<file path="src/logic/tm_consts.svh">
// Operation
// - 16-bit count advances on internal ticks or external events per select bit; baud mode ignores the select bit and takes the fast internal tick.
// - Three modes: capture, auto-reload up or down, baud-rate generation.
// - Baud bits win; else capture select picks capture or reload; run clear stops.
// - Capture mode: count overflow sets overflow flag, which may request interrupt.
// - Capture with external enable: trigger falling edge copies count into reload pair.
// - That edge sets external flag; both flags share one interrupt request.
// - Capture mode reloads only when clock out is on; counting continues through a capture.
// - Down count enable resets to zero, so reload mode counts up.
// - Up reload: overflow past all ones sets overflow flag and reloads count.
// - Up reload with external enable: trigger falling edge also reloads, sets external flag.
// - Up reload: interrupt requested when enabled and either flag is set.
// - Down enable, trigger high: count up, overflow sets flag and reloads.
// - Down enable, trigger low: count down; at reload value set flag, load ones.
// - Down enable: external flag toggles on each wrap, never interrupts.
// - Clock out needs timer select, clock out enable and run; gives 50% square wave (pin drive enable here ignores run; only the toggling stops).
// - Clock out frequency is oscillator over four times (65536 minus reload).
// - Clock out rollovers raise no interrupt, as in baud generation.
// - Baud and clock out together share one rollover and one frequency.
// - Clock out pin doubles as external count input in counter operation.
// - Run control set starts the timer, clear stops counting.
`ifndef TM_CONSTS_SVH
`define TM_CONSTS_SVH

`define TM_OFF_CTRL 8'h00
`define TM_OFF_MODE 8'h04
`define TM_OFF_CNTL 8'h08
`define TM_OFF_CNTH 8'h0c
`define TM_OFF_RELL 8'h10
`define TM_OFF_RELH 8'h14

`define TM_B_OVF 7
`define TM_B_EXTF 6
`define TM_B_RXB 5
`define TM_B_TXB 4
`define TM_B_EXEN 3
`define TM_B_RUN 2
`define TM_B_CT 1
`define TM_B_CPRL 0
`define TM_B_CKOE 1
`define TM_B_DOWN 0

`define TM_CTRL_RST 8'h00
`define TM_MODE_RST 2'h0

`define TM_CLK_NS 40
`define TM_MC_NS 480
`define TM_MC_CYC (`TM_MC_NS / `TM_CLK_NS)

`endif

</file>
<file path="src/logic/tm_pkg.sv">
`include "tm_consts.svh"
package tm_pkg;
    typedef enum logic [1:0] {
        TM_OFF = 2'b00,
        TM_RELOAD = 2'b01,
        TM_CAPTURE = 2'b10,
        TM_BAUD = 2'b11
    } tm_mode_t;

    typedef struct packed {
        logic [7:0] ctrl;
        logic [1:0] mode_reg;
        logic [15:0] count;
        logic [15:0] reload;
        logic [3:0] presc;
        logic half;
        logic [1:0][2:0] pin_sh;
        logic clk_out;
        logic clk_oe;
        logic irq;
        logic baud_tick;
    } tm_state_t;

    typedef struct packed {
        logic awready;
        logic aw_held;
        logic [7:0] waddr;
        logic wready;
        logic w_held;
        logic [7:0] wdata;
        logic wstrb0;
        logic bvalid;
        logic [1:0] bresp;
        logic wr_en;
        logic arready;
        logic rpend;
        logic [7:0] raddr;
        logic rvalid;
        logic [1:0] rresp;
        logic [31:0] rdata;
    } tm_axs_t;

    function automatic logic tm_reg_hit(input logic [7:0] a);
        return a == `TM_OFF_CTRL || a == `TM_OFF_MODE || a == `TM_OFF_CNTL
            || a == `TM_OFF_CNTH || a == `TM_OFF_RELL || a == `TM_OFF_RELH;
    endfunction

    function automatic tm_mode_t tm_mode_of(input logic [7:0] c);
        if (!c[`TM_B_RUN])
            return TM_OFF;
        if (c[`TM_B_RXB] || c[`TM_B_TXB])
            return TM_BAUD;
        return c[`TM_B_CPRL] ? TM_CAPTURE : TM_RELOAD;
    endfunction
endpackage

</file>
<file path="src/logic/tm_axil.sv">
`timescale 1ns/100ps
module tm_axil import tm_pkg::*; (
    input wire logic clk_i,
    input wire logic rst_i,
    input wire logic awvalid_i,
    output logic awready_o,
    input wire logic [7:0] awaddr_i,
    input wire logic wvalid_i,
    output logic wready_o,
    input wire logic [31:0] wdata_i,
    input wire logic [3:0] wstrb_i,
    output logic bvalid_o,
    input wire logic bready_i,
    output logic [1:0] bresp_o,
    input wire logic arvalid_i,
    output logic arready_o,
    input wire logic [7:0] araddr_i,
    output logic rvalid_o,
    input wire logic rready_i,
    output logic [31:0] rdata_o,
    output logic [1:0] rresp_o,
    output logic wr_en_o,
    output logic [7:0] wr_addr_o,
    output logic [7:0] wr_data_o,
    output logic [7:0] rd_addr_o,
    input wire logic [31:0] rd_data_i
);
    localparam tm_axs_t AXS_RST = '{awready: 1'b1, wready: 1'b1, arready: 1'b1, default: '0};
    tm_axs_t s;
    tm_axs_t next_s;

    // ------------------------------------------------------------
    // Channel handshakes
    // ------------------------------------------------------------
    // Address and data are held until both are in, so either may arrive first
    always_comb
    begin
        next_s = s;
        next_s.wr_en = 1'b0;
        if (awvalid_i && s.awready)
        begin
            next_s.aw_held = 1'b1;
            next_s.waddr = awaddr_i;
            next_s.awready = 1'b0;
        end
        if (wvalid_i && s.wready)
        begin
            next_s.w_held = 1'b1;
            next_s.wdata = wdata_i[7:0];
            next_s.wstrb0 = wstrb_i[0];
            next_s.wready = 1'b0;
        end
        if (s.aw_held && s.w_held)
        begin
            next_s.aw_held = 1'b0;
            next_s.w_held = 1'b0;
            next_s.bvalid = 1'b1;
            next_s.bresp = tm_reg_hit(s.waddr) ? 2'h0 : 2'h2;
            next_s.wr_en = tm_reg_hit(s.waddr) && s.wstrb0;
        end
        if (s.bvalid && bready_i)
        begin
            next_s.bvalid = 1'b0;
            next_s.awready = 1'b1;
            next_s.wready = 1'b1;
        end
        if (arvalid_i && s.arready)
        begin
            next_s.arready = 1'b0;
            next_s.raddr = araddr_i;
            next_s.rpend = 1'b1;
        end
        if (s.rpend)
        begin
            next_s.rpend = 1'b0;
            next_s.rvalid = 1'b1;
            next_s.rdata = tm_reg_hit(s.raddr) ? rd_data_i : 32'h0;
            next_s.rresp = tm_reg_hit(s.raddr) ? 2'h0 : 2'h2;
        end
        if (s.rvalid && rready_i)
        begin
            next_s.rvalid = 1'b0;
            next_s.arready = 1'b1;
        end
    end

    always_ff @(posedge clk_i or posedge rst_i)
    begin
        if (rst_i)
            s <= AXS_RST;
        else
            s <= next_s;
    end

    assign awready_o = s.awready;
    assign wready_o = s.wready;
    assign bvalid_o = s.bvalid;
    assign bresp_o = s.bresp;
    assign arready_o = s.arready;
    assign rvalid_o = s.rvalid;
    assign rdata_o = s.rdata;
    assign rresp_o = s.rresp;
    assign wr_en_o = s.wr_en;
    assign wr_addr_o = s.waddr;
    assign wr_data_o = s.wdata;
    assign rd_addr_o = s.raddr;
endmodule

</file>
<file path="src/logic/tm_top.sv">
`timescale 1ns/100ps
module tm_top import tm_pkg::*; (
    input wire logic clk_i,
    input wire logic rst_i,
    input wire logic awvalid_i,
    output logic awready_o,
    input wire logic [7:0] awaddr_i,
    input wire logic wvalid_i,
    output logic wready_o,
    input wire logic [31:0] wdata_i,
    input wire logic [3:0] wstrb_i,
    output logic bvalid_o,
    input wire logic bready_i,
    output logic [1:0] bresp_o,
    input wire logic arvalid_i,
    output logic arready_o,
    input wire logic [7:0] araddr_i,
    output logic rvalid_o,
    input wire logic rready_i,
    output logic [31:0] rdata_o,
    output logic [1:0] rresp_o,
    input wire logic ext_trig_i,
    input wire logic clock_out_pin_i,
    output logic clock_out_pin_o,
    output logic clock_out_pin_oe_o,
    input wire logic irq_enable_i,
    output logic timer_irq_o,
    output logic baud_tick_o
);
    localparam logic [3:0] MC_LAST = 4'(`TM_MC_CYC - 1);
    localparam tm_state_t ST_RST = '{
        ctrl: `TM_CTRL_RST,
        mode_reg: `TM_MODE_RST,
        default: '0
    };

    tm_state_t s;
    tm_state_t next_s;
    tm_mode_t mode;
    logic wr_en;
    logic [7:0] wr_addr;
    logic [7:0] wr_data;
    logic [7:0] rd_addr;
    logic [31:0] rd_data;
    logic [1:0] pin_in;
    logic [1:0] fall;
    logic run;
    logic exen;
    logic down_en;
    logic clkout;
    logic baud;
    logic fast;
    logic mc_tick;
    logic tick;
    logic down;
    logic top;
    logic ovf;
    logic unf;
    logic trig_ev;
    logic capture;
    logic reload_now;
    logic tf_set;
    logic exf_set;
    logic exf_tgl;
    logic [15:0] cnt_step;
    logic [15:0] cnt_hw;
    logic sw_wr_cnt;
    logic sw_wr_ctrl;

    // ------------------------------------------------------------
    // Register bus
    // ------------------------------------------------------------
    tm_axil u_axil (
        .clk_i(clk_i),
        .rst_i(rst_i),
        .awvalid_i(awvalid_i),
        .awready_o(awready_o),
        .awaddr_i(awaddr_i),
        .wvalid_i(wvalid_i),
        .wready_o(wready_o),
        .wdata_i(wdata_i),
        .wstrb_i(wstrb_i),
        .bvalid_o(bvalid_o),
        .bready_i(bready_i),
        .bresp_o(bresp_o),
        .arvalid_i(arvalid_i),
        .arready_o(arready_o),
        .araddr_i(araddr_i),
        .rvalid_o(rvalid_o),
        .rready_i(rready_i),
        .rdata_o(rdata_o),
        .rresp_o(rresp_o),
        .wr_en_o(wr_en),
        .wr_addr_o(wr_addr),
        .wr_data_o(wr_data),
        .rd_addr_o(rd_addr),
        .rd_data_i(rd_data)
    );

    // Reads have no side effects, so flags clear only by writing them, or the external flag by its toggle in down mode
    always_comb
    begin
        unique case (rd_addr)
            `TM_OFF_CTRL: rd_data = {24'h0, s.ctrl};
            `TM_OFF_MODE: rd_data = {30'h0, s.mode_reg};
            `TM_OFF_CNTL: rd_data = {24'h0, s.count[7:0]};
            `TM_OFF_CNTH: rd_data = {24'h0, s.count[15:8]};
            `TM_OFF_RELL: rd_data = {24'h0, s.reload[7:0]};
            `TM_OFF_RELH: rd_data = {24'h0, s.reload[15:8]};
            default: rd_data = 32'h0;
        endcase
    end

    // ------------------------------------------------------------
    // Pin edges
    // ------------------------------------------------------------
    assign pin_in = {clock_out_pin_i, ext_trig_i};
    genvar g;
    generate
        for (g = 0; g < 2; g++)
        begin : g_edge
            assign fall[g] = s.pin_sh[g][2] & ~s.pin_sh[g][1];
        end
    endgenerate

    // ------------------------------------------------------------
    // Mode and count decode
    // ------------------------------------------------------------
    assign mode = tm_mode_of(s.ctrl);
    assign run = s.ctrl[`TM_B_RUN];
    assign exen = s.ctrl[`TM_B_EXEN];
    assign down_en = s.mode_reg[`TM_B_DOWN];
    assign baud = mode == TM_BAUD;
    assign clkout = s.mode_reg[`TM_B_CKOE] & ~s.ctrl[`TM_B_CT];
    // Baud and clock out count the same fast tick, so one rollover serves both
    assign fast = baud | clkout;
    assign mc_tick = s.presc == MC_LAST;
    assign tick = run & (fast ? s.half : (s.ctrl[`TM_B_CT] ? fall[1] : mc_tick));
    assign down = mode == TM_RELOAD && down_en && !fast && !s.pin_sh[0][1];
    assign top = s.count == 16'hffff;
    assign ovf = tick & ~down & top;
    assign unf = tick & down & (s.count == s.reload);
    assign trig_ev = fall[0] & exen & (mode != TM_OFF);
    assign cnt_step = down ? s.count - 16'h1 : s.count + 16'h1;
    assign sw_wr_cnt = wr_en && (wr_addr == `TM_OFF_CNTL || wr_addr == `TM_OFF_CNTH);
    assign sw_wr_ctrl = wr_en && wr_addr == `TM_OFF_CTRL;

    always_comb
    begin
        capture = 1'b0;
        reload_now = 1'b0;
        tf_set = 1'b0;
        exf_set = 1'b0;
        exf_tgl = 1'b0;
        unique case (mode)
            TM_OFF:
            begin
                reload_now = 1'b0;
            end
            TM_CAPTURE:
            begin
                capture = trig_ev & ~fast;
                reload_now = fast & ovf;
                tf_set = ~fast & ovf;
                exf_set = trig_ev;
            end
            TM_RELOAD:
            begin
                if (fast)
                begin
                    reload_now = ovf;
                    exf_set = trig_ev;
                end
                else if (down_en)
                begin
                    reload_now = ovf;
                    tf_set = ovf | unf;
                    exf_tgl = ovf | unf;
                end
                else
                begin
                    reload_now = ovf | trig_ev;
                    tf_set = ovf;
                    exf_set = trig_ev;
                end
            end
            TM_BAUD:
            begin
                reload_now = ovf;
                exf_set = trig_ev;
            end
        endcase
    end

    assign cnt_hw = unf ? 16'hffff : (reload_now ? s.reload : (tick ? cnt_step : s.count));

    // ------------------------------------------------------------
    // State update
    // ------------------------------------------------------------
    always_comb
    begin
        next_s = s;
        next_s.presc = mc_tick ? 4'h0 : s.presc + 4'h1;
        next_s.half = ~s.half;
        for (int p = 0; p < 2; p++)
        begin
            next_s.pin_sh[p] = {s.pin_sh[p][1:0], pin_in[p]};
        end
        next_s.count = cnt_hw;
        // A software load of the count wins over the hardware step
        if (wr_en)
        begin
            unique case (wr_addr)
                `TM_OFF_CTRL: next_s.ctrl = wr_data;
                `TM_OFF_MODE: next_s.mode_reg = wr_data[1:0];
                `TM_OFF_CNTL: next_s.count[7:0] = wr_data;
                `TM_OFF_CNTH: next_s.count[15:8] = wr_data;
                `TM_OFF_RELL: next_s.reload[7:0] = wr_data;
                `TM_OFF_RELH: next_s.reload[15:8] = wr_data;
                default: next_s.ctrl = s.ctrl;
            endcase
        end
        // Hardware events are applied after the write so none is lost
        if (capture)
            next_s.reload = s.count;
        if (tf_set)
            next_s.ctrl[`TM_B_OVF] = 1'b1;
        if (exf_set)
            next_s.ctrl[`TM_B_EXTF] = 1'b1;
        if (exf_tgl)
            next_s.ctrl[`TM_B_EXTF] = ~next_s.ctrl[`TM_B_EXTF];
        if (clkout && ovf)
            next_s.clk_out = ~s.clk_out;
        next_s.clk_oe = clkout;
        next_s.baud_tick = baud & ovf;
        next_s.irq = irq_enable_i & (next_s.ctrl[`TM_B_OVF]
            | (next_s.ctrl[`TM_B_EXTF] & ~next_s.mode_reg[`TM_B_DOWN]));
    end

    always_ff @(posedge clk_i or posedge rst_i)
    begin
        if (rst_i)
            s <= ST_RST;
        else
            s <= next_s;
    end

    assign clock_out_pin_o = s.clk_out;
    assign clock_out_pin_oe_o = s.clk_oe;
    assign timer_irq_o = s.irq;
    assign baud_tick_o = s.baud_tick;
endmodule

</file>
<file path="config.mk">
export PLATFORM = sky130hd
export DESIGN_NAME = tm_top
export DESIGN_NICKNAME = d
export VERILOG_FILES = /design/src/logic/tm_pkg.sv /design/src/logic/tm_axil.sv /design/src/logic/tm_top.sv
export VERILOG_INCLUDE_DIRS = /design/src /design/src/logic
export SDC_FILE = /design/constraint.sdc
export NUM_CORES = 1
export LEC_CHECK = 0
export ABC_AREA = 1
export BUFFER_PORTS_ARGS = -buffer_cell sky130_fd_sc_hd__buf_2
export CORE_ASPECT_RATIO = 0.7
export CORE_MARGIN = 10
export CORE_UTILIZATION = 63
export CTS_BUF_LIST = sky130_fd_sc_hd__clkbuf_4 sky130_fd_sc_hd__clkbuf_8
export CTS_CLUSTER_DIAMETER = 50
export DETAILED_ROUTE_END_ITERATION = 8
export GPL_TIMING_DRIVEN = 0
export HOLD_SLACK_MARGIN = 0.03
export PLACE_DENSITY_LB_ADDON = 0.2
export SLEW_MARGIN = 20
export SYNTH_ARGS = -nofsm -noshare
export SYNTH_HDL_FRONTEND = slang
export SYNTH_SLANG_ARGS = --single-unit
export TNS_END_PERCENT = 20
</file>
<file path="constraint.sdc">
create_clock -name clk_i -period 8.2 [get_ports clk_i]
set_input_delay 2.46 -clock clk_i [delete_from_list [all_inputs] [get_ports clk_i]]
set_output_delay 2.46 -clock clk_i [all_outputs]
set_load 0.03 [all_outputs]
</file>
* Word level (Yosys, flattened, before mapping)
Cells that the tools add are included.
** Word-level totals
- Register bits :: 127
- Input bits :: 62
- Output and inout port bits :: 45
** Operators by class
- $add $sub $neg :: 3
- Equal/unequal tests :: 16
- Mux-type cells :: 55
- Bitwise logic cells :: 29
- Reductions and logical operators :: 44
** Operator list (number)
- $mux W16 :: 5
- $mux W8 :: 6
- $pmux W8 S6 :: 1
- $mux W42 :: 1
- $mux W35 :: 1
- $eq A8 B4 Y1 const B :: 4
- $eq A8 B5 Y1 const B :: 4
- $mux W1 :: 25
- $reduce_bool A2 Y1 :: 12
- $mux W10 :: 2
- $add A16 B1 Y16 const B :: 1
- $and A1 B1 Y1 :: 16
- $eq A16 B16 Y1 :: 1
- $eq A16 B16 Y1 const B :: 1
- $eq A8 B3 Y1 const B :: 2
- $logic_not A8 Y1 :: 2
- $mux W2 :: 8
- $sub A16 B1 Y16 const B :: 1
- $logic_and A1 B1 Y1 :: 11
- $logic_or A1 B1 Y1 :: 11
- $mux W11 :: 1
- $not A1 Y1 :: 9
- $mux W4 :: 2
- $reduce_and A2 Y1 :: 4
- 10 further kinds :: 16

* Longest topological paths before layout
- Depth after elaboration :: 27
- Gate-level depth with buffers :: 26
- Gate-level depth less buffers :: 26

* By module
Synthesis repeated with hierarchy kept, for this count alone.
** Unflattened totals
- Cell total of the unflattened synthesis :: 992
- Area total of the unflattened synthesis :: 7703.6 um^2
** Modules (own cells, without submodules)
- tm_top :: instances 1, cells an instance 651, area each 4352.9 um^2, seq. area each 1426.4 um^2
- tm_axil :: instances 1, cells an instance 341, area each 3350.7 um^2, seq. area each 1705.4 um^2

* Worst setup path after synthesis
No wires, ideal clock.
- Path kind :: input-to-reg
- Start :: input arvalid_i
- End :: register u_axil.s, in the netlist u_axil.rd_addr_o[0]
- Library setup time :: 0.125 ns
- Data arrival time :: 3.186 ns
- Path slack :: 4.889 ns
- Stages :: 3
- Cell sequence :: nand2_1 clkbuf_1 mux2_2
** On the way
- Cells in the longest elaborated chain, start to end :: 1
** Ends and longest elaborated chain
- start: declaration :: line tm_top.sv:15 : input wire logic arvalid_i,
- $logic_and A1 B1 Y1 :: line tm_axil.sv:67 : if (arvalid_i && s.arready)
- end signal: assignment :: line tm_axil.sv:92 : s <= next_s;
- end: declaration :: line tm_axil.sv:29 : tm_axs_t s;
Every way passes these cells.
A chain may end at the register's enable or synchronous reset.

==> flow_summary.yaml <==
route:
  firstDrtPassIters: 6
  ant_nets: 0
  routed-via-count: 5960
  vias_per_cell: 5.56
  wl_um: 18100
  drt-wirelength-per-cell_um: 16.9
  drc: 0
  drt_iter0_drc: 752
global_routing:
  grt_max_degree: 57
  grt_pass1_vias: 5669
  grt_first_pass_wirelength_um: 28900
  antenna_found_initial: 0
  gr-usage-all-layers_pct: 25.2
  gr-total-overflow: 0
logic_synthesis:
  syn_area_sq_mm: 0.00627
  ys_warn_count: 0
  ys_seq_elements: 101
  synth_largest_area_cell: "dfrtp_1"
  postSynth.asyncResetShare_pct: 100
  synth_cell_types: 45
  synth_top_area_share_pct: 39.1
  ys_top_cells_by_area: "dfrtp_1 39%, nand2_1 14%, inv_1 6.9%"
  yosysSeqAreaShare_pct: 40.4
  synth_edf_count: 0
  syn_area_per_cell_sq_um: 7.39
  synth_ff_type: "dfrtp_1"
  syn_inst: 848
  ys_top_cells_by_count: "230 x nand2_1, 115 x inv_1, 98 x dfrtp_1, 92 x nor2_1, 64 x o21ai_0"
  synth_most_common_cell: "nand2_1"
timing:
  maxSlewViolCount: 0
  worst_slew_pin_slew_ns: 0.959
  whs_ns: 0.381
  fmax_mhz: 259
  rsz0062_at_grt: "no"
  setup_slack_ns: 4.34
  post-route-period-util_pct: 47.0
  hold_violations: 0
  setup_viol: 0
  fin_worst_skew_ns: 0.0122
  fin_setup_tns_ns: 0
  slew_headroom_pct: 35.9
  fin_crit_ns: 3.86
worst_setup_path:
  r2r-start: "s[54]"
  rr_worst_depth: 23
  critical_path_class: "reg2reg"
  timing.rr.end: "s[40]"
  r2r_slack_ns: 4.34
  slowest_stage: "o21ai_0"
  timing.critical_path.mode_cell: "nand2_1"
  cp.required_ns: 8.47
  critPathBufInv: 6
  critical_path_arrival_ns: 4.12
  cpPeakStageDelay_ns: 0.47
  path_cells: "inv_1, nand2_1, o21ai_0, inv_1, ha_1, inv_1, nand2_4, inv_2, nand3_2, inv_2, ha_1, nand3_1, nand3_1, nand3_1, nand2_1, nand2_1, nand3b_1, nand3_1, nand2_1, nand2_1, nand3_1, nand2_1, inv_1"
  crit_cells: 23
  crit_path_max_fanout: 16
  cp-end-kind: "flip-flop"
  crit_family: "simple AND/OR/NAND/NOR gates"
  worst_setup_path_start_kind: "flip-flop"
clock_network:
  cts-hold-fix-buffers: 0
  tritoncts: "yes"
  ctsResizeCount: 0
  cts_buffer_depth: 2
  postCtsSetupBuffers: 0
  clock_latency_ns: 0.37
  cts-root-buf: "clkbuf_8"
  clk_pin_slew_ns: 0.10
  clock-sinks: 101
  htreeDepth: 3
  numCtsBuffers: 9
power_and_ir_drop:
  power_leakage_nw: 3.84
  p_sw_uw: 492
  swShare_pct: 36.4
  p_int_uw: 859
  combPwrFrac_pct: 25.5
  clkPwrFrac_pct: 24.8
  finalPower_mw: 1.35
  peakVddDrop_v: 0.000203
  pwr-share-seq_pct: 49.6
  p_per_area_mw_per_mm2: 192
placement:
  place_worst_setup_slack_ns: 4.49
  post-place-cells: 1055
  portBuffers: 53
  place_area_sq_mm: 0.00682
  hpwlAfterDp_um: 14600
  routabilityCongestion: 1.00
cells_and_area:
  stdcell_area_sq_mm: 0.00703
  instances_no_fill: 1071
  final_core_util_pct: 72.6
  num_antenna_cells: 0
  syn_to_final_growth_pct: 12.1
  drive_gt1_share_pct: 15.3
  final_nets: 1020
job:
  max_cap_viol_count: 0
floorplanning:
  die_h_um: 103
  io_pins: 107
  dieArea_sq_mm: 0.0144
  coreArea_sq_mm: 0.00968
  num_rows: 30
  die_x_um: 139
  initial_core_util_pct: 64.7
min_path:
  holdCritStartpoint: "next_s[5]"
  min_to: "next_s[6]"
  hold_class: "reg2reg"
  hold_path_depth: 0
status:
  status: "finished clean"
==> power by group through the flow <==
stage          sequential [mW]  clock, mW  combinational [mW]
4_1_cts                  0.666      0.336               0.341
5_1_grt                  0.679      0.362               0.382
3_3_place_gp             0.667          0               0.321
2_1_floorplan            0.672          0               0.230
3_5_place_dp             0.676          0               0.340
6_report                 0.671      0.336               0.345
==> layout make-up <==
cell class              instances  area [sq um]
repair buffers                 54           293
plain buffers                  48           330
clock buffers                  10           138
flip-flops and latches        101          2530
multi-input cells             604          3050
fillers                       777          2660
clock inverters                 6          70.1
well taps                     128           160
inverters                     120           458
==> worst max path at each step <==
stage,startpoint,end,slack [ns]
finish,s[54],s[40],4.34
global route,s[54],s[44],4.02
CTS,s[54],s[40],4.47
detailed placement,s[54],s[40],4.49
global placement,rst_i,u_axil.rd_addr_o[6],2.12
floorplan,rst_i,baud_tick_o,3.10
==> layout by cell type (no fill, tap or decap), drive strengths merged <==
cell | synthesis | layout
bufinv | 0 | 1
clkbuf | 7 | 17
clkinv | 1 | 2
nor2 | 94 | 94
clkinvlp | 0 | 2
a21oi | 29 | 29
ha | 19 | 19
and3 | 1 | 1
nand2 | 236 | 236
a21boi | 1 | 1
buf | 41 | 95
o21ai | 69 | 69
o22ai | 10 | 10
a21o | 1 | 1
inv | 119 | 121
a2111oi | 1 | 1
nand3 | 42 | 42
dfstp | 3 | 3
fa | 1 | 1
conb | 1 | 26
or2 | 5 | 5
dfrtp | 98 | 98
o21a | 3 | 3
nor4 | 1 | 1
mux2 | 6 | 6
nand4 | 7 | 7
a31oi | 1 | 1
nor3 | 9 | 9
xor2 | 9 | 9
and2 | 3 | 3
nand3b | 6 | 6
o221ai | 16 | 16
a22oi | 8 | 8
==> registers in the layout, summed over array words and instances (netlist names), 4 cells and up <==
name              cells
u_axil.rdata_o        8
u_axil.rd_addr_o      8
u_axil.wr_data_o      8
next_s                4
u_axil.s              4
s                    46
u_axil.wr_addr_o      8
==> cell families after synthesis <==
| group | share of synthesized area, % |
|---|---|
| mux | 1.08 |
| buf+inv | 12.5 |
| fa+ha+maj | 4.11 |
| flops | 40.4 |
| simple gates | 27.3 |
| xor+xnor | 1.26 |
| compound gates | 13.3 |
| other cells | 0.0598 |
==> metal layers <==
metal	part of all wire, %	vias to the layer above	global-route usage, %	wire [um]
met2	46	314	41.8	8260
met1	42	2751	32.7	7660
met4	1.9	0	6.08	348
met5	0	-	0	0
met3	10	37	6.20	1800
li1	-	2858	-	-
Power figures use the tool's default switching activity.
